$ cat src/design/pfs_defines.svh
// register offsets, field positions, reset values and timing counts for the float sequencer
`ifndef PFS_DEFINES_SVH
`define PFS_DEFINES_SVH

// ------------------------------------------------------------
// register byte addresses (word aligned)
// ------------------------------------------------------------
`define PFS_ADDR_CTRL      6'h00
`define PFS_ADDR_LED_SEL   6'h04
`define PFS_ADDR_FLT_EN    6'h08
`define PFS_ADDR_TIMING0   6'h0c
`define PFS_ADDR_TIMING1   6'h10
`define PFS_ADDR_STATUS    6'h14
`define PFS_ADDR_DATA_A    6'h18
`define PFS_ADDR_DATA_B    6'h1c
`define PFS_ADDR_FIFO      6'h20

// ------------------------------------------------------------
// field positions
// ------------------------------------------------------------
`define PFS_CTRL_START     0
`define PFS_CTRL_SLOT      1
`define PFS_LED_SEL_A_LO   0
`define PFS_LED_SEL_B_LO   2
`define PFS_FLT_EN_A_LO    0
`define PFS_FLT_EN_B_LO    2
`define PFS_FLT_ON         2'h3
`define PFS_LED_NONE       2'h0

// ------------------------------------------------------------
// reset values
// ------------------------------------------------------------
`define PFS_RST_TIMING0    32'h0010_0004
`define PFS_RST_TIMING1    32'h0002_0008

// ------------------------------------------------------------
// timing: one microsecond tick from a 10 MHz clock
// ------------------------------------------------------------
`define PFS_CLK_HZ         10000000
`define PFS_US_NS          1000
`define PFS_CLK_NS         100
`define PFS_US_CYC         (`PFS_US_NS / `PFS_CLK_NS)
`define PFS_FLOAT_MIN_US   4
`define PFS_DUMP_MAX_US    2
`define PFS_RSTINT_CYC     1

`endif

$ cat src/design/pfs_pkg.sv
// types shared by the float pulse sequencer
package pfs_pkg;

    // ------------------------------------------------------------
    // sequencer states, gray coded along the float path
    // ------------------------------------------------------------
    typedef enum logic [3:0] {
        PFS_IDLE  = 4'h0,
        PFS_PRECN = 4'h1,
        PFS_FLOAT = 4'h3,
        PFS_IRST  = 4'h2,
        PFS_POS   = 4'h6,
        PFS_NEGD  = 4'h7,
        PFS_NEGT  = 4'h5,
        PFS_HOLD  = 4'h4,
        PFS_PCON  = 4'hc
    } pfs_state_t;

    // ------------------------------------------------------------
    // analog switch controls
    // ------------------------------------------------------------
    typedef struct packed {
        logic pd_connect;
        logic tia_connect;
        logic bpf_bypass;
        logic int_reset;
        logic int_pos;
        logic int_neg;
        logic int_hold;
        logic led_fire;
    } pfs_sw_t;

    // ------------------------------------------------------------
    // phase lengths in microseconds
    // ------------------------------------------------------------
    typedef struct packed {
        logic [7:0] precon_us;
        logic [7:0] float_us;
        logic [7:0] pos_us;
        logic [7:0] dump_us;
        logic [7:0] negt_us;
        logic [7:0] pulse_us;
        logic [7:0] led_off_us;
        logic [7:0] led_w_us;
    } pfs_timing_t;

endpackage

$ cat src/design/pfs_sequencer.sv
// photodiode pulse-connect and float-mode sequencer with avalon-mm registers
//
// Function
// - pulse connect drives input switch with LED timing
// - results via FIFO and per-slot data registers
// - float: precondition, then disconnect for float time
// - float path uses TIA and integrator, BPF bypassed
// - whole dump integrated in negative phase
// - precondition: PD on TIA, integrator off
// - float start isolates PD and TIA input
// - integrator reset right before positive phase
// - synchronous LED fires between disconnect and reconnect
// - positive phase runs while PD floats
// - negative phase continues until hold point
// - reconnect PD during negative phase for dump
// - disconnect TIA after dump, negative phase continues
// - hold integrator output until ADC samples
//
// Design decisions made here: the register addresses and the Avalon-MM register port.
`timescale 1ns/100ps
`include "pfs_defines.svh"

module pfs_sequencer (
    // clock and reset
    input  wire logic           CLK,
    input  wire logic           RST_N,
    // avalon-mm slave
    input  wire logic [5:0]     AVS_ADDRESS,
    input  wire logic           AVS_READ,
    input  wire logic           AVS_WRITE,
    input  wire logic [31:0]    AVS_WRITEDATA,
    input  wire logic [3:0]     AVS_BYTEENABLE,
    output logic [31:0]         AVS_READDATA,
    output logic                AVS_WAITREQUEST,
    // adc result
    input  wire logic           ADC_DONE,
    input  wire logic [15:0]    ADC_DATA,
    // analog switch controls
    output pfs_pkg::pfs_sw_t    SW_CTRL,
    output logic                ADC_SAMPLE
);

    // ------------------------------------------------------------
    // reset release
    // ------------------------------------------------------------
    logic rst_meta_ff;
    logic rst_n_ff;

    always_ff @(posedge CLK or negedge RST_N) begin
        if (!RST_N) begin
            rst_meta_ff <= 1'b0;
            rst_n_ff    <= 1'b0;
        end else begin
            rst_meta_ff <= 1'b1;
            rst_n_ff    <= rst_meta_ff;
        end
    end

    // ------------------------------------------------------------
    // registers
    // ------------------------------------------------------------
    logic [1:0]           led_sel_a_ff;
    logic [1:0]           led_sel_b_ff;
    logic [1:0]           flt_en_a_ff;
    logic [1:0]           flt_en_b_ff;
    logic                 sync_led_ff;
    logic                 slot_ff;
    logic                 start_ff;
    pfs_pkg::pfs_timing_t tim_ff;
    logic [15:0]          data_a_ff;
    logic [15:0]          data_b_ff;
    logic [15:0]          fifo_mem [0:7];
    logic [2:0]           fifo_wp_ff;
    logic [2:0]           fifo_rp_ff;
    logic [3:0]           fifo_cnt_ff;
    logic                 ack_ff;
    logic [31:0]          rdata_ff;

    pfs_pkg::pfs_state_t  state_ff;
    pfs_pkg::pfs_state_t  nxt_state;
    logic [9:0]           us_now;
    logic                 restart;
    logic                 cur_slot_ff;

    wire logic req     = (AVS_READ | AVS_WRITE) & ~ack_ff;
    wire logic wr_go   = AVS_WRITE & ack_ff;
    wire logic rd_go   = AVS_READ & ~ack_ff;
    wire logic fifo_rd = rd_go & (AVS_ADDRESS == `PFS_ADDR_FIFO) & (fifo_cnt_ff != 4'h0);
    wire logic fifo_wr = ADC_DONE & (fifo_cnt_ff != 4'h8);

    // one wait cycle: read data loaded at the first edge, writes land with waitrequest low
    assign AVS_WAITREQUEST = ~ack_ff;
    assign AVS_READDATA    = rdata_ff;

    always_ff @(posedge CLK or negedge rst_n_ff) begin
        if (!rst_n_ff) begin
            ack_ff <= 1'b0;
        end else begin
            ack_ff <= req;
        end
    end

    always_ff @(posedge CLK or negedge rst_n_ff) begin
        if (!rst_n_ff) begin
            led_sel_a_ff <= 2'h1;
            led_sel_b_ff <= 2'h1;
            flt_en_a_ff  <= 2'h0;
            flt_en_b_ff  <= 2'h0;
            sync_led_ff  <= 1'b0;
            slot_ff      <= 1'b0;
            tim_ff       <= {`PFS_RST_TIMING0, `PFS_RST_TIMING1};
        end else if (wr_go && AVS_BYTEENABLE[0]) begin
            unique case (AVS_ADDRESS)
                `PFS_ADDR_CTRL: begin
                    slot_ff     <= AVS_WRITEDATA[`PFS_CTRL_SLOT];
                    sync_led_ff <= AVS_WRITEDATA[2];
                end
                `PFS_ADDR_LED_SEL: begin
                    led_sel_a_ff <= AVS_WRITEDATA[`PFS_LED_SEL_A_LO +: 2];
                    led_sel_b_ff <= AVS_WRITEDATA[`PFS_LED_SEL_B_LO +: 2];
                end
                `PFS_ADDR_FLT_EN: begin
                    flt_en_a_ff <= AVS_WRITEDATA[`PFS_FLT_EN_A_LO +: 2];
                    flt_en_b_ff <= AVS_WRITEDATA[`PFS_FLT_EN_B_LO +: 2];
                end
                `PFS_ADDR_TIMING0: tim_ff[63:32] <= AVS_WRITEDATA;
                `PFS_ADDR_TIMING1: tim_ff[31:0]  <= AVS_WRITEDATA;
                default: ;
            endcase
        end
    end

    // start is a self-clearing strobe
    always_ff @(posedge CLK or negedge rst_n_ff) begin
        if (!rst_n_ff) begin
            start_ff <= 1'b0;
        end else begin
            start_ff <= wr_go & AVS_BYTEENABLE[0] & (AVS_ADDRESS == `PFS_ADDR_CTRL)
                        & AVS_WRITEDATA[`PFS_CTRL_START];
        end
    end

    // ------------------------------------------------------------
    // results: per-slot data registers and a small fifo
    // ------------------------------------------------------------
    always_ff @(posedge CLK or negedge rst_n_ff) begin
        if (!rst_n_ff) begin
            data_a_ff <= 16'h0000;
            data_b_ff <= 16'h0000;
        end else if (ADC_DONE) begin
            if (cur_slot_ff) data_b_ff <= ADC_DATA;
            else             data_a_ff <= ADC_DATA;
        end
    end

    always_ff @(posedge CLK) begin
        if (fifo_wr) fifo_mem[fifo_wp_ff] <= ADC_DATA;
    end

    // a full fifo drops new samples; the data registers still update
    always_ff @(posedge CLK or negedge rst_n_ff) begin
        if (!rst_n_ff) begin
            fifo_wp_ff  <= 3'h0;
            fifo_rp_ff  <= 3'h0;
            fifo_cnt_ff <= 4'h0;
        end else begin
            if (fifo_wr) fifo_wp_ff <= fifo_wp_ff + 3'h1;
            if (fifo_rd) fifo_rp_ff <= fifo_rp_ff + 3'h1;
            fifo_cnt_ff <= fifo_cnt_ff + {3'h0, fifo_wr} - {3'h0, fifo_rd};
        end
    end

    always_ff @(posedge CLK or negedge rst_n_ff) begin
        if (!rst_n_ff) begin
            rdata_ff <= 32'h0000_0000;
        end else if (rd_go) begin
            unique case (AVS_ADDRESS)
                `PFS_ADDR_CTRL:    rdata_ff <= {29'h0, sync_led_ff, slot_ff, 1'b0};
                `PFS_ADDR_LED_SEL: rdata_ff <= {28'h0, led_sel_b_ff, led_sel_a_ff};
                `PFS_ADDR_FLT_EN:  rdata_ff <= {28'h0, flt_en_b_ff, flt_en_a_ff};
                `PFS_ADDR_TIMING0: rdata_ff <= tim_ff[63:32];
                `PFS_ADDR_TIMING1: rdata_ff <= tim_ff[31:0];
                `PFS_ADDR_STATUS:  rdata_ff <= {24'h0, fifo_cnt_ff, state_ff};
                `PFS_ADDR_DATA_A:  rdata_ff <= {16'h0, data_a_ff};
                `PFS_ADDR_DATA_B:  rdata_ff <= {16'h0, data_b_ff};
                `PFS_ADDR_FIFO:    rdata_ff <= (fifo_cnt_ff != 4'h0) ?
                                               {16'h0, fifo_mem[fifo_rp_ff]} : 32'h0;
                default:           rdata_ff <= 32'h0000_0000;
            endcase
        end
    end

    // ------------------------------------------------------------
    // mode selection for the slot being run
    // ------------------------------------------------------------
    // while idle the slot about to be started decides the mode
    wire logic       run_slot = (state_ff == pfs_pkg::PFS_IDLE) ? slot_ff : cur_slot_ff;
    wire logic [1:0] led_sel  = run_slot ? led_sel_b_ff : led_sel_a_ff;
    wire logic [1:0] flt_en   = run_slot ? flt_en_b_ff  : flt_en_a_ff;
    wire logic       no_led   = (led_sel == `PFS_LED_NONE);
    wire logic       flt_mode = no_led & (flt_en == `PFS_FLT_ON);

    // ------------------------------------------------------------
    // phase boundaries from one microsecond counter
    // ------------------------------------------------------------
    pfs_us_timer u_timer (
        .clk     (CLK),
        .rst_n   (rst_n_ff),
        .restart (restart),
        .us_ff   (us_now)
    );

    // boundaries are cumulative sums of phase lengths
    wire logic [9:0] t_a = {2'h0, tim_ff.precon_us};
    wire logic [9:0] t_b = t_a + {2'h0, tim_ff.float_us};
    wire logic [9:0] t_c = t_b + {2'h0, tim_ff.pos_us};
    wire logic [9:0] t_e = t_c + {2'h0, tim_ff.dump_us};
    wire logic [9:0] t_f = t_e + {2'h0, tim_ff.negt_us};
    wire logic [9:0] led_on  = {2'h0, tim_ff.led_off_us};
    wire logic [9:0] led_end = led_on + {2'h0, tim_ff.led_w_us};

    // ------------------------------------------------------------
    // sequencer
    // ------------------------------------------------------------
    always_comb begin
        nxt_state = state_ff;
        restart   = 1'b0;
        unique case (state_ff)
            pfs_pkg::PFS_IDLE: begin
                if (start_ff) begin
                    restart = 1'b1;
                    if (flt_mode)    nxt_state = pfs_pkg::PFS_PRECN;
                    else if (no_led) nxt_state = pfs_pkg::PFS_PCON;
                end
            end
            pfs_pkg::PFS_PRECN: if (us_now >= t_a) nxt_state = pfs_pkg::PFS_FLOAT;
            // the integrator reset takes the last microsecond of the float time
            pfs_pkg::PFS_FLOAT: if (us_now >= t_b - 10'h001) nxt_state = pfs_pkg::PFS_IRST;
            pfs_pkg::PFS_IRST:  if (us_now >= t_b) nxt_state = pfs_pkg::PFS_POS;
            pfs_pkg::PFS_POS:   if (us_now >= t_c) nxt_state = pfs_pkg::PFS_NEGD;
            pfs_pkg::PFS_NEGD:  if (us_now >= t_e) nxt_state = pfs_pkg::PFS_NEGT;
            pfs_pkg::PFS_NEGT:  if (us_now >= t_f) nxt_state = pfs_pkg::PFS_HOLD;
            pfs_pkg::PFS_HOLD:  if (ADC_DONE) nxt_state = pfs_pkg::PFS_IDLE;
            pfs_pkg::PFS_PCON:  if (us_now >= led_end) nxt_state = pfs_pkg::PFS_HOLD;
            default:            nxt_state = pfs_pkg::PFS_IDLE;
        endcase
    end

    always_ff @(posedge CLK or negedge rst_n_ff) begin
        if (!rst_n_ff) begin
            state_ff <= pfs_pkg::PFS_IDLE;
        end else begin
            state_ff <= nxt_state;
        end
    end

    always_ff @(posedge CLK or negedge rst_n_ff) begin
        if (!rst_n_ff) begin
            cur_slot_ff <= 1'b0;
        end else if (state_ff == pfs_pkg::PFS_IDLE && start_ff) begin
            cur_slot_ff <= slot_ff;
        end
    end

    // ------------------------------------------------------------
    // switch outputs, registered from the next state
    // ------------------------------------------------------------
    pfs_pkg::pfs_sw_t nxt_sw;
    pfs_pkg::pfs_sw_t sw_ff;
    logic             sample_ff;

    wire logic in_float = (nxt_state == pfs_pkg::PFS_FLOAT) | (nxt_state == pfs_pkg::PFS_IRST)
                        | (nxt_state == pfs_pkg::PFS_POS);
    // the counter is stale in the restart cycle, so no window opens there
    wire logic led_win  = ~restart & (us_now >= led_on) & (us_now < led_end);

    always_comb begin
        nxt_sw = '0;
        unique case (nxt_state)
            pfs_pkg::PFS_PRECN: nxt_sw.pd_connect = 1'b1;
            pfs_pkg::PFS_PCON:  nxt_sw.pd_connect = led_win;
            pfs_pkg::PFS_IRST:  nxt_sw.int_reset  = 1'b1;
            pfs_pkg::PFS_POS:   nxt_sw.int_pos    = 1'b1;
            pfs_pkg::PFS_NEGD: begin
                nxt_sw.pd_connect  = 1'b1;
                nxt_sw.int_neg     = 1'b1;
            end
            pfs_pkg::PFS_NEGT:  nxt_sw.int_neg    = 1'b1;
            pfs_pkg::PFS_HOLD:  nxt_sw.int_hold   = 1'b1;
            default: ;
        endcase
        // tia follows the photodiode switch; isolated while floating
        nxt_sw.tia_connect = nxt_sw.pd_connect;
        nxt_sw.bpf_bypass  = flt_mode & (nxt_state != pfs_pkg::PFS_IDLE);
        nxt_sw.led_fire    = sync_led_ff & in_float & led_win;
    end

    always_ff @(posedge CLK or negedge rst_n_ff) begin
        if (!rst_n_ff) begin
            sw_ff     <= '0;
            sample_ff <= 1'b0;
        end else begin
            sw_ff     <= nxt_sw;
            sample_ff <= (nxt_state == pfs_pkg::PFS_HOLD);
        end
    end

    assign SW_CTRL    = sw_ff;
    assign ADC_SAMPLE = sample_ff;

    // ------------------------------------------------------------
    // checks
    // ------------------------------------------------------------
    a_float_isolated: assert property (@(posedge CLK) disable iff (!rst_n_ff)
        (state_ff == pfs_pkg::PFS_POS) |-> (!SW_CTRL.pd_connect && !SW_CTRL.tia_connect))
        else $error("photodiode connected while floating");
    a_reset_before_pos: assert property (@(posedge CLK) disable iff (!rst_n_ff)
        $rose(SW_CTRL.int_pos) |-> $past(SW_CTRL.int_reset))
        else $error("positive phase without prior integrator reset");
    a_precon_int_off: assert property (@(posedge CLK) disable iff (!rst_n_ff)
        (state_ff == pfs_pkg::PFS_PRECN) |-> (SW_CTRL.pd_connect && !SW_CTRL.int_pos
        && !SW_CTRL.int_neg))
        else $error("precondition switches wrong");
    a_dump_in_neg: assert property (@(posedge CLK) disable iff (!rst_n_ff)
        (SW_CTRL.pd_connect && flt_mode && state_ff != pfs_pkg::PFS_PRECN
        && state_ff != pfs_pkg::PFS_FLOAT) |-> SW_CTRL.int_neg)
        else $error("charge dump outside negative phase");
    a_neg_to_hold: assert property (@(posedge CLK) disable iff (!rst_n_ff)
        $fell(SW_CTRL.int_neg) |-> SW_CTRL.int_hold)
        else $error("negative phase ended without hold");
    a_hold_sample: assert property (@(posedge CLK) disable iff (!rst_n_ff)
        (SW_CTRL.int_hold && !ADC_DONE) |=> SW_CTRL.int_hold)
        else $error("hold released before adc sample");
    a_bpf_bypass: assert property (@(posedge CLK) disable iff (!rst_n_ff)
        (SW_CTRL.int_pos && flt_mode) |-> SW_CTRL.bpf_bypass)
        else $error("filter not bypassed in float mode");
    a_led_window: assert property (@(posedge CLK) disable iff (!rst_n_ff)
        SW_CTRL.led_fire |-> !SW_CTRL.pd_connect)
        else $error("led fired while photodiode connected");
    a_precon_float: assert property (@(posedge CLK) disable iff (!rst_n_ff)
        (state_ff == pfs_pkg::PFS_PRECN ##1 state_ff == pfs_pkg::PFS_FLOAT)
        |-> (us_now >= t_a))
        else $error("float entered before precondition time");

endmodule // pfs_sequencer

$ cat src/design/pfs_us_timer.sv
// microsecond tick and elapsed-microsecond counter, restarted per pulse
`timescale 1ns/100ps
`include "pfs_defines.svh"

module pfs_us_timer (
    // clock and reset
    input  wire logic       clk,
    input  wire logic       rst_n,
    // control
    input  wire logic       restart,
    // elapsed time
    output logic [9:0]      us_ff
);

    logic [3:0] div_ff;
    localparam logic [3:0] DIV_LAST = 4'(`PFS_US_CYC - 1);

    // ------------------------------------------------------------
    // divider and counter
    // ------------------------------------------------------------
    always_ff @(posedge clk or negedge rst_n) begin
        if (!rst_n) begin
            div_ff <= 4'h0;
            us_ff  <= 10'h000;
        end else if (restart) begin
            // the restart edge already opens the first phase, so it counts as a tick
            div_ff <= 4'h1;
            us_ff  <= 10'h000;
        end else if (div_ff == DIV_LAST) begin
            div_ff <= 4'h0;
            us_ff  <= us_ff + 10'h001;
        end else begin
            div_ff <= div_ff + 4'h1;
        end
    end

endmodule // pfs_us_timer
$ cat config.mk
export PLATFORM = sky130hd
export DESIGN_NAME = pfs_sequencer
export DESIGN_NICKNAME = d
export VERILOG_FILES = /design/src/design/pfs_pkg.sv /design/src/design/pfs_sequencer.sv /design/src/design/pfs_us_timer.sv
export VERILOG_INCLUDE_DIRS = /design/src /design/src/design
export SDC_FILE = /design/constraint.sdc
export NUM_CORES = 1
export LEC_CHECK = 0
export ABC_CLOCK_PERIOD_IN_PS = 8550
export BUFFER_PORTS_ARGS = -buffer_cell sky130_fd_sc_hd__buf_2
export CORE_UTILIZATION = 50
export CTS_CLUSTER_DIAMETER = 40
export DETAILED_ROUTE_END_ITERATION = 12
export PLACE_DENSITY_LB_ADDON = 0.05
export SETUP_SLACK_MARGIN = 0.4
export SYNTH_ARGS = -nofsm -noshare
export SYNTH_HDL_FRONTEND = slang
export SYNTH_HIERARCHICAL = 1
export SYNTH_SLANG_ARGS = --single-unit
export TNS_END_PERCENT = 50
$ cat constraint.sdc
create_clock -name CLK -period 8.55 [get_ports CLK]
set_input_delay 0.4275 -clock CLK [delete_from_list [all_inputs] [get_ports CLK]]
set_output_delay 0.4275 -clock CLK [all_outputs]
set_load 0.05 [all_outputs]
**Word-level counts from Yosys, hierarchy flattened**

Memory sizes are Yosys's and may differ from the RTL's.
Cells that the tools add are included.

- Bits in latches: 0
- Output and inout port bits: 42
- Word-level logic and storage cells: 153
- Memories: 1
- Bits in writable memories: 128
- Bits of input ports: 63
- Bits in registers: 179
- ROM bits: 0

Memories:

| memory | depth | width | rd ports | clocked after Yosys merged registers in | wr ports | line | RTL |
|---|---|---|---|---|---|---|---|
| fifo_mem | 8 | 16 | 1 | 0 | 1 | pfs_sequencer.sv:72 | `logic [15:0] fifo_mem [0:7];` |

- Div/mod/pow operators: 0
- Reduce and logical (&&, ||, !) cells: 17
- Multiplexer cells: 30
- Bitwise gates (word level): 21
- Shift-type cells: 0
- $mul: 0
- Magnitude comparators: 9
- Equality and inequality tests: 27
- $add $sub $neg: 12

Operators with widths:

| operator | number |
|---|---|
| case mux 32 bit (9 select lines) | 1 |
| 2-to-1 mux 4 bit | 13 |
| greater-or-equal comparator 10 bit | 4 |
| case mux 4 bit (9 select lines) | 1 |
| == test 4 x 3 -> 1 bit, second input constant | 8 |
| == test 6 x 5 -> 1 bit, second input constant | 4 |
| adder 10 x 8 -> 10 bit | 2 |
| greater-or-equal comparator 10 x 8 -> 1 bit | 2 |
| greater-or-equal comparator 10 x 9 -> 1 bit | 2 |
| 2-to-1 mux 10 bit | 2 |
| adder 8 x 8 -> 9 bit | 2 |
| == test 4 x 2 -> 1 bit, second input constant | 4 |
| 2-to-1 mux 16 bit | 1 |
| AND 1 bit | 15 |
| AND reduction 2 bit | 7 |
| == test 4 bit, second input constant | 3 |
| == test 6 x 4 -> 1 bit, second input constant | 2 |
| adder 10 x 1 -> 10 bit, second input constant | 1 |
| adder 9 x 8 -> 10 bit | 1 |
| < comparator 10 x 9 -> 1 bit | 1 |
| subtractor 9 x 1 -> 10 bit, second input constant | 1 |
| 2-to-1 mux 1 bit | 9 |
| == test 4 x 1 -> 1 bit, second input constant | 2 |
| nonzero test 4 bit | 2 |
| 18 further kinds | 26 |

**Logic depth before layout (Yosys ltp)**

Gate-level depths: netlist of run 1.

- Word-level depth: 13
- Gate-level depth with buffers: 29
- Depth with buffers taken out: 29

**Modules after synthesis**

The synthesis of run 1 kept the hierarchy.

By module, submodules not included:

| module | sequential area each (um2) | cells each | instances | area an instance (um2) |
|---|---|---|---|---|
| pfs_sequencer | 7955.1 | 1223 | 1 | 15600.0 |
| pfs_us_timer | 350.3 | 70 | 1 | 738.2 |

**Worst setup path before layout of run 1**

Ideal clock, no wire load.

- Path kind: register -> register
- From: register tim_ff (netlist bit t_a[0])
- To: register sw_ff (netlist bit SW_CTRL[5])
- Cell stages (with the launch flop): 29
- Setup slack: 2.650 ns
- Path buffers: 0
- Setup time: 0.126 ns
- Clock period less this slack: 5.900 ns
- Data required time: 8.424 ns
- Data arrival time: 5.774 ns
- Cell sequence: dfrtp_1 > ha_1 > fa_1 > a21o_1 > a21oi_1 > xnor2_1 > ha_1 > o21a_1 > o31a_1 > a21oi_1 > ha_1 > a21boi_0 > o21ai_0 > nand2b_1 > xor2_1 > ha_1 > nor3_1 > nor2_1 > o41a_1 > a2111oi_2 > nor3_1 > a211oi_1 > ha_1 > or3_1 > o311ai_1 > a311o_1 > nor4b_4 > inv_2 > o32a_1

RTL lines:

| what | line | RTL |
|---|---|---|
| start, declared | pfs_sequencer.sv:69 | `pfs_pkg::pfs_timing_t tim_ff;` |
| start signal, assigned | pfs_sequencer.sv:111 | `` tim_ff <= {`PFS_RST_TIMING0, `PFS_RST_TIMING1}; `` |
| end signal, assigned | pfs_sequencer.sv:303 | `sw_ff <= nxt_sw;` |
| end, declared | pfs_sequencer.sv:269 | `pfs_pkg::pfs_sw_t sw_ff;` |

==> results of run 1 <==
==> cells in the final DEF (no fill, tap or decap), drive strengths merged, types with 7 or more instances in the layout <==
master / instances
and2: 7
bufinv: 8
xnor2: 29
o211ai: 8
mux4: 41
nand3: 9
clkinv: 12
edfxtp: 128
inv: 70
o21a: 8
a221oi: 17
nor2b: 11
dfrtp: 172
nor4: 11
buf: 119
ha: 126
mux2i: 12
mux2: 117
o21ai: 77
a211oi: 11
xor2: 16
clkbuf: 50
nand2: 70
o21bai: 7
a21oi: 49
nand2b: 13
nor3: 23
a222oi: 12
a21o: 12
nor2: 85
or3: 7
or4: 7
==> final timing paths <==
path / from / to / slack, ns / cells past startpoint
max in group asynchronous: rst_n_ff$_DFF_PN0_ / u_timer/us_ff[1]$_DFFE_PN0P_ / 6.05 / 2
hold reg to reg: rst_meta_ff$_DFF_PN0_ / rst_n_ff$_DFF_PN0_ / 0.35 / 0
setup / recovery: t_a[0]$_DFFE_PN0P_ / SW_CTRL[5]$_DFF_PN0_ / 1.88 / 28
setup reg to reg: t_a[0]$_DFFE_PN0P_ / SW_CTRL[5]$_DFF_PN0_ / 1.88 / 28
min in group asynchronous: RST_N / rst_meta_ff$_DFF_PN0_ / 0.24 / 2
hold / removal: AVS_WRITEDATA[30] / t_a[6]$_DFFE_PN0P_ / 0.14 / 3
==> registers in the layout, summed over array words and instances, names as in the netlist, 6 cells and up <==
signal	count
AVS_READDATA	32
SW_CTRL	6
led_on	8
data_b_ff	16
data_a_ff	16
u_timer/us_ff	10
fifo_mem	128
tim_ff	48
t_a	8
==> power breakdown <==
part | internal (W) | leakage (nW) | total (W) | switching [W]
sequential | 0.00173 | 3.44 | 0.00188 | 0.000159
combinational | 0.000594 | 4.03 | 0.00142 | 0.000824
clock | 0.00117 | 0.716 | 0.00181 | 0.000632
total | 0.00349 | 8.19 | 0.00511 | 0.00162
==> worst register-to-register path, delay by kind of cell, from the launching register on <==
kind	cells	cell delay, ns
DFF	1	0.43
buffers and inverters	1	0.10
and+or+nand+nor	6	0.94
adders and majority gates	6	1.90
AOI/OAI and AO/OA	13	2.81
xor gates and xnor gates	2	0.37
==> area by class of cell <==
class | count | area, sq um
Fill cell | 2634 | 13100
Sequential cell | 306 | 8310
Multi-Input combinational cell | 868 | 7540
Clock buffer | 50 | 1110
Timing Repair Buffer | 120 | 651
Tap cell | 435 | 544
Clock inverter | 27 | 363
Inverter | 67 | 251
==> logic make-up after synthesis <==
group / count (synthesis) / synth area share
AOI/OAI and AO/OA: 243 / 0.100
xor gates and xnor gates: 45 / 0.0241
adders and majority gates: 132 / 0.104
buffers and inverters: 119 / 0.0309
DFF: 306 / 0.508
muxes: 170 / 0.145
other: 1 / 0.000230
and+or+nand+nor: 277 / 0.0877
==> metal layers <==
metal | track usage | part of all wire
met1 | 0.311 | 0.44
met2 | 0.414 | 0.50
met3 | 0.0294 | 0.032
met4 | 0.0820 | 0.032
met5 | 0 | 0
==> through the flow <==
step	hold WS [ns]	util	area (sq um)	worst slack, ns
6_report	0.138	0.589	18800	1.88
5_1_grt	0.134	0.589	18800	1.41
2_1_floorplan	0.132	-	16300	2.65
3_3_place_gp	0.214	0.542	17300	1.92
4_1_cts	0.126	0.589	18800	1.85
3_5_place_dp	0.216	0.542	17300	1.89
==> run metrics, run 1 <==
grt total ovfl=0; non-filler cells, final=~1.9k; Die Height=183 microns; clk_skew=0.0169 ns; CTS tree=built; Setup TNS Final=0 ns; cts repair resizes=0; layout cells sized above 1=0.263; largest net degree at the start of global routing=70; CP most frequent cell=ha_1; status=finished, final reports clean; critical path's slowest cell=fa_1; Post-synth EDFFs=about 130; Hold Violations, Final=0; Worst-Skew Late Latency=0.52 ns; Vias=about 11k; gr usage total=0.239; vias in the first global route=roughly 11k; Core ar.=31900 sq um; delay-heaviest family, CP=compound AO/OA/AOI/OAI gates; clk slew on worst S/H paths=0.05 ns; Post-Place Cells=1795; post-synthesis sequential area ratio=0.508; Synth Cell Area=around 16000 sq um; postcts setup bufs=0; power after layout=0.00511 W; Cells after Synth=1293; PortBufs=101; Syn Area/Cell=approximately 13 sq um; first-pass GRT wire length=between 60 and 70 mm; dominant cell type by area after synthesis=dfrtp_1; most frequent cell after synthesis=dfrtp_1; Final period util=0.781; Synth async-reset ratio=0.582; Final ANT Viol Nets=0; area share of the largest cell type after synthesis=0.263; Peak supply drop=0.217 mV; Setup crit end kind=register; Worst path max stage delay=0.44 ns; ranking of synthesized cells by area=dfrtp_1 26%, edfxtp_1 24%, ha_1 9.6%; DRC violations left=0; final setup vio count=0; CTS hold repair buffers=1; Clock Tree Buf Depth=3; starting density of the core=0.512; initial drt markers=approximately 590; MaxCap Viol Count=0; Hold Path Class=in -> reg; fmax=roughly 0.15 GHz; Routed WL=38.9 mm; row count=65; min cycle time layout=6.67 ns; YS warnings=6; RSZ-0062 raised after global routing=false; WP data arrival=7.06 ns; CTS sink cnt=306; WS Path Type=reg -> reg; vias per cell=between 5 and 6; #FFs+latches synth=306; leakage power=8.19 nW; Slew Limit Fails=0; Mapped Nets=1488; Final Net Count=1600; DRT Pass-1 Iters=5; Power Density=272 nW/um^2; total CTS buffers=42; top post-synthesis cells by count=172 x dfrtp_1, 128 x edfxtp_1, 126 x ha_1; count of different cell masters after synthesis=84; antenna cells=0; I/O pin cnt=105; WL/cell=20.7 microns; Slew headroom=0.323; GPL Wtd Cong=about 0.90; area delta synth->final=14.9%; Die Wd=183 microns; HPWL after DPL=27.9 mm; initial antenna violation count=0; clk root buf=clkbuf_16; total die area=between 30000 and 40000 sq um; H-tree levels=2; crit-path max FO=7; startpoint types=register; Primary FF master, synth=dfrtp_1; worst slew pin tran=a little over 1 ns; Req. time, crit path=a little under 9 ns; number of buffers and inverters on the critical path=1
No activity file was read; power rests on OpenSTA's default activity.
==> inputs of run 2 (changes only) <==
--- a/config.mk
+++ b/config.mk
@@ -6,7 +6,7 @@
 export SDC_FILE = /design/constraint.sdc
 export NUM_CORES = 1
 export LEC_CHECK = 0
-export ABC_CLOCK_PERIOD_IN_PS = 8550
+export ABC_CLOCK_PERIOD_IN_PS = 6300
 export BUFFER_PORTS_ARGS = -buffer_cell sky130_fd_sc_hd__buf_2
 export CORE_UTILIZATION = 50
 export CTS_CLUSTER_DIAMETER = 40
==> constraint.sdc (replaced) <==
create_clock -name CLK -period 6.3 [get_ports CLK]
set_input_delay 0.315 -clock CLK [delete_from_list [all_inputs] [get_ports CLK]]
set_output_delay 0.315 -clock CLK [all_outputs]
set_load 0.05 [all_outputs]
==> run 2 against run 1 <==
Wire length up 3.6%. Non-clock buffer count up 50. Power up 40%. Critical endpoint unchanged. Core utilization up 2.2 points. Critical path type unchanged. Worst setup slack worse by 1.7 ns.
==> run metrics, run 2 (synthesis gave the netlist of run 1 again) <==
total CTS buffers=43 (+2.4%); critical path's slowest cell=o41a_1; row count=65 (unchanged); RSZ-0062 raised after global routing=true; Req. time, crit path=6.73 ns (-2.21 ns); Slew Limit Fails=0 (unchanged); Critical Path Source=t_a[1]$_DFFE_PN0P_; Setup crit end kind=register; min cycle time layout=6.08 ns (-0.592 ns); vias per cell=5.71 (+1.1%); Final Net Count=1651 (+3.2%); starting density of the core=0.512 (unchanged); status=finished, final reports clean; Setup TNS Final=0 ns (unchanged); r2r setup slk=0.22 ns (-1.66 ns); HPWL after DPL=28.3 mm (+1.4%); clk_skew=0.0181 ns (+0.00122 ns); worst-case reg-to-reg path depth=28 (unchanged); Slew headroom=0.307 (-0.0160); number of buffers and inverters on the critical path=4 (+3); Core ar.=31900 sq um (unchanged); largest net degree at the start of global routing=73 (+4.3%); Seq. cell area=8310 sq um (about the same); hold slack=0.0199 ns (-0.119 ns); Worst-Skew Late Latency=0.55 ns (+0.03 ns); Final period util=0.965 (+0.185); area delta synth->final=19.2%; Die Height=183 microns (unchanged); commonest non-fill, non-tap cells in the layout=168 x dfrtp_1, 128 x edfxtp_1, 115 x mux2_2; commonest non-fill, non-tap cell in the layout=dfrtp_1; CTS tree=built; Power Density=366 nW/um^2 (+35%); DRT Pass-1 Iters=5 (unchanged); CTS sink cnt=306 (unchanged); Clock Tree Buf Depth=3 (unchanged); cell area after layout=19500 sq um (+3.7%); startpoint types=register; max reg flops=128 (unchanged); grt total ovfl=0 (unchanged); final setup vio count=0 (unchanged); terminus of the critical flop-to-flop path=SW_CTRL[5]$_DFF_PN0_; total die area=33400 sq um (unchanged); delay-heaviest family, CP=compound AO/OA/AOI/OAI gates; fmax=0.164 GHz (+9.7%); CP most frequent cell=a21oi_2; first-pass GRT wire length=62.8 mm (+3.3%); area of the multi-input gates=7910 sq um (+4.9%); DRC violations left=0 (unchanged); MaxCap Viol Count=0 (unchanged); clk root buf=clkbuf_16; vias in the first global route=11.1k (+5.0%); Hold Violations, Final=0 (unchanged); gr usage total=0.247 (+0.00788); WL/cell=20.9 microns (+0.73%); Hold Path Class=in -> reg; Critical R2R Launch=t_a[1]$_DFFE_PN0P_; antenna cells=0 (unchanged); clk slew on worst S/H paths=0.06 ns (about the same); layout cells sized above 1=0.321 (+0.0577); DP Area=17400 sq um (+0.61%); GPL Wtd Cong=0.869 (-3.2%); worst slew pin tran=1.03 ns (+0.0238 ns); Most flops, register=fifo_mem; initial antenna violation count=0 (unchanged); leakage power=8.44 nW (+3.1%); timing endpoint of the critical path=SW_CTRL[5]$_DFF_PN0_; Peak supply drop=0.272 mV (+25%); Vias=11.0k (+4.0%); WP data arrival=6.52 ns (-0.54 ns); Worst path max stage delay=0.51 ns (+0.07 ns); WS Path Type=reg -> reg; Routed WL=40.2 mm (+3.6%); H-tree levels=2 (unchanged); # fillers=2574 (-2.3%); initial drt markers=641 (+9.0%); Die Wd=183 microns (unchanged); stages on the worst setup path=28 (unchanged); Final ANT Viol Nets=0 (unchanged); I/O pin cnt=105 (unchanged); PortBufs=101 (unchanged); crit-path max FO=4 (-3)
[run 2: changes by cell type in the layout (fill, tap and decap cells not counted), moves of 7 or more]
| cell | change |
|---|---|
| buf_4 | +37 |
| a21oi_1 | -8 |
| bufinv_16 | -7 |
| o21ai_0 | -7 |
| dlygate4sd3_1 | +9 |
| ha_1 | -12 |
| ha_4 | +8 |
[run 2: layer usage]
metal	vias up	routed length, microns	share of wire	track usage
met5	-	0	0	0
met4	0	1110	0.028	0.0756
li1	5198	-	-	-
met3	73	1660	0.041	0.0405
met1	5512	17100	0.42	0.314
met2	220	20400	0.51	0.433
[run 2: cell type report]
type                       instances  area share
clock buffer                      49      0.0569
clock inverter                    31      0.0146
inverter                          67      0.0129
multi-input combinational        868       0.406
sequential                       306       0.427
tap                              435      0.0279
timing repair buffer             170      0.0546
[run 2: power breakdown]
| part | total [W] | internal, W | switching (W) |
|---|---|---|---|
| Combinational | 0.00227 | 0.00103 | 0.00124 |
| Sequential | 0.00256 | 0.00234 | 0.000224 |
| Clock | 0.00230 | 0.00135 | 0.000952 |
[run 2: timing repair]
| item | in CTS | in global routing |
|---|---|---|
| pin swaps | 33 | 29 |
| setup endpoints to repair | 8 | 8 |
| hold buffers | 10 | 0 |
| buffers inserted | 22 | 5 |
| resized for setup | 49 | 29 |
| endpoints found under the hold margin | 12 | 0 |
[run 2: worst min-delay path by stage]
stage | start | end | slack [ns] | cells after the start
final | AVS_WRITEDATA[18] | tim_ff[50]$_DFFE_PN0P_ | 0.02 | 2
after global routing | AVS_WRITEDATA[21] | tim_ff[21]$_DFFE_PN0P_ | 0.007 | 2
after CTS | AVS_WRITEDATA[18] | tim_ff[50]$_DFFE_PN0P_ | 0.0008 | 2
after detailed placement | RST_N | rst_meta_ff$_DFF_PN0_ | 0.10 | 1
after global placement | RST_N | rst_meta_ff$_DFF_PN0_ | 0.10 | 1
after floorplan | RST_N | rst_meta_ff$_DFF_PN0_ | 0.02 | 0
[run 2: metrics by stage]
stage	power, W	setup slack (ns)	util	cells
finish	0.00714	0.218	0.611	1926
global placement	0.00453	0.127	0.546	1809
global route	0.00756	-0.0337	0.611	1926
floorplan	0.00402	0.400	-	1293
detailed placement	0.00458	0.0122	0.546	1809
CTS	0.00711	0.217	0.604	1921
[run 2: worst register-to-register path: cells and delay by family, from the launching register on]
kind / cells / cell delay [ns]
AOI/OAI and AO/OA: 14 / 2.93
xor gates and xnor gates: 2 / 0.25
adders and majority gates: 5 / 1.38
buffers and inverters: 4 / 0.49
DFF: 1 / 0.44
and+or+nand+nor: 3 / 0.49
==> inputs of run 3 (changes only) <==
--- a/config.mk
+++ b/config.mk
@@ -11,7 +11,7 @@
 export CORE_UTILIZATION = 50
 export CTS_CLUSTER_DIAMETER = 40
 export DETAILED_ROUTE_END_ITERATION = 12
-export PLACE_DENSITY_LB_ADDON = 0.05
+export PLACE_DENSITY = 0.68
 export SETUP_SLACK_MARGIN = 0.4
 export SYNTH_ARGS = -nofsm -noshare
 export SYNTH_HDL_FRONTEND = slang
==> run 3 against run 2 <==
Worst hold slack got worse by 0.00051 ns. Clock skew rose by 0.0069 ns. Flip-flop and latch count did not move. Combinational power barely moved. Worst setup slack improved by 0.024 ns. Wire length fell by 1.2%. Power rose by 2.4%.
==> run metrics, run 3 (synthesis gave the netlist of run 1 again) <==
grt total ovfl=0 (unchanged); startpoint types=register; Clock Tree Buf Depth=3 (unchanged); vias in the first global route=11.1k (-0.54%); Slew headroom=0.232 (-0.0752); commonest non-fill, non-tap cells in the layout=168 x dfrtp_1, 128 x edfxtp_1, 115 x mux2_2; worst slew pin tran=1.15 ns (+0.112 ns); RSZ-0062 raised after global routing=true; Hold Path Class=in -> reg; clk slew on worst S/H paths=0.06 ns (about the same); Clock power frac=0.336 (+0.014); antenna cells=0 (unchanged); commonest non-fill, non-tap cell in the layout=dfrtp_1; min cycle time layout=6.06 ns (-0.0240 ns); PortBufs=101 (unchanged); initial antenna violation count=0 (unchanged); max reg flops=128 (unchanged); Setup crit end kind=register; pre-CTS setup slack=-0.0384 ns (-0.0506 ns); vias per cell=5.72 (+0.20%); non-filler cells, final=1907 (-0.99%); post-route setup slack=0.242 ns (+0.0240 ns); cell area after layout=19500 sq um (about the same); largest net degree at the start of global routing=177 (+140%); worst-case reg-to-reg path depth=23 (-18%); sw frac=0.330 (-0.00936); CTS sink cnt=306 (unchanged); total CTS buffers=43 (unchanged); Final period util=0.962 (-0.00380); Switch Pwr=0.00241 W (-0.42%); P_int=0.00490 W (+3.9%); H-tree levels=2 (unchanged); power after layout=0.00731 W (+2.4%); Power Density=375 nW/um^2 (+2.3%); starting density of the core=0.512 (unchanged); Min-Delay Path Depth=3 (+1); final setup vio count=0 (unchanged); clk_skew=0.0249 ns (+0.00686 ns); DRC violations left=0 (unchanged); Post-Place Cells=1800 (-0.50%); leakage power=8.39 nW (-0.54%); row count=65 (unchanged); Core ar.=31900 sq um (unchanged); Combinational Power Share=0.312 (-0.007); Peak supply drop=0.248 mV (-8.9%); r2r setup slk=0.24 ns (+0.02 ns); Final ANT Viol Nets=0 (unchanged); Routed WL=39.8 mm (-1.2%); Die Height=183 microns (unchanged); Worst-Skew Late Latency=0.55 ns (about the same); total die area=33400 sq um (unchanged); CTS tree=built; Vias=10.9k (-0.79%); GPL Wtd Cong=0.903 (+3.8%); Req. time, crit path=6.70 ns (-0.03 ns); WP data arrival=6.46 ns (-0.06 ns); WS Path Type=reg -> reg; I/O pin cnt=105 (unchanged); WL/cell=20.9 microns (-0.19%); hold path start=AVS_WRITEDATA[31]; first-pass GRT wire length=62.0 mm (-1.3%); terminus of the critical flop-to-flop path=SW_CTRL[0]$_DFF_PN0_; post-layout util=0.611 (about the same); Slew Limit Fails=0 (unchanged); Hold Violations, Final=0 (unchanged); Hold EP=t_a[7]$_DFFE_PN0P_; status=finished, final reports clean; gr usage total=0.243 (-0.00443); clk root buf=clkbuf_16; Die Wd=183 microns (unchanged); HPWL after DPL=27.4 mm (-3.2%); Critical R2R Launch=t_a[0]$_DFFE_PN0P_; DP Area=17400 sq um (-0.16%); Final Net Count=1632 (-1.2%); Sequential Power Share=0.352 (-0.007); area delta synth->final=19.3% (about the same); MaxCap Viol Count=0 (unchanged); initial drt markers=623 (-2.8%); crit-path max FO=4 (unchanged); layout cells sized above 1=0.315 (-0.00537); fmax=0.165 GHz (+0.40%); DRT Pass-1 Iters=5 (unchanged); Most flops, register=fifo_mem
-- run 3: cell types whose count changed in the layout (fill, tap and decap cells not counted), sizes merged --
cell	delta
clkinvlp	-2
clkbuf	+6
inv	-5
clkinv	-4
buf	-17
bufinv	+5
dlygate4sd3	-2
-- run 3: how the worst max path moves through the flow --
stage | startpoint | cells past startpoint | endpoint
global route | t_a[0]$_DFFE_PN0P_ | 31 | SW_CTRL[0]$_DFF_PN0_
global placement | tim_ff[48]$_DFFE_PN0P_ | 29 | SW_CTRL[0]$_DFF_PN0_
CTS | t_a[0]$_DFFE_PN0P_ | 28 | SW_CTRL[0]$_DFF_PN0_
detailed placement | tim_ff[48]$_DFFE_PN0P_ | 29 | SW_CTRL[0]$_DFF_PN0_
finish | t_a[0]$_DFFE_PN0P_ | 23 | SW_CTRL[0]$_DFF_PN0_
floorplan | t_a[0]$_DFFE_PN0P_ | 28 | SW_CTRL[5]$_DFF_PN0_
-- run 3: final cells by class --
type / instances / area [sq um]
fillers: 2490 / 12400
well taps: 435 / 544
multi-input cells: 868 / 7970
repair buffers: 151 / 928
clock inverters: 25 / 358
inverters: 67 / 251
flip-flops and latches: 306 / 8310
clock buffers: 55 / 1120
-- run 3: power groups by stage --
stage	clock network [W]	registers, W	logic (W)
2_1_floorplan	0	0.00264	0.00138
3_3_place_gp	0	0.00259	0.00195
3_5_place_dp	0	0.00260	0.00200
4_1_cts	0.00250	0.00257	0.00213
5_1_grt	0.00259	0.00260	0.00253
6_report	0.00246	0.00257	0.00228
-- run 3: stage by stage --
stage | TNS [ns] | hold WS [ns]
finish | 0 | 0.0193
floorplan | 0 | 0.0194
global route | -0.0192 | 0.00357
detailed placement | -0.0418 | 0.107
CTS | 0 | 0.000721
global placement | 0 | 0.0996
-- run 3: worst max-delay path, stage by stage, from the launching register on --
cell and delay (ns):
dfrtp_1 0.41, ha_4 0.18, fa_2 0.58, inv_2 0.07, fa_2 0.47, buf_4 0.16
fa_2 0.59, inv_1 0.07, ha_1 0.30, a211oi_2 0.24, o21ai_0 0.14, o211a_1 0.17
o41a_1 0.42, buf_6 0.17, nor2b_4 0.12, nor4_2 0.29, a211oi_2 0.08, ha_2 0.17
or3_4 0.33, nor4_1 0.52, nor4b_4 0.13, buf_4 0.18, nand2_2 0.05, a211oi_2 0.07
-- run 3: what timing repair did --
action                                 CTS  global route
pin swaps                               29            33
setup endpoints to repair                8             8
gates cloned                             0             0
gates resized for setup                 33            54
endpoints found under the hold margin    9             0
setup buffers                           14             5
hold buffers                             8             0
-- run 3: layer usage --
metal	track usage	share of wire
met5	0	0
met4	0.0827	0.030
met3	0.0314	0.038
met2	0.419	0.50
met1	0.317	0.43
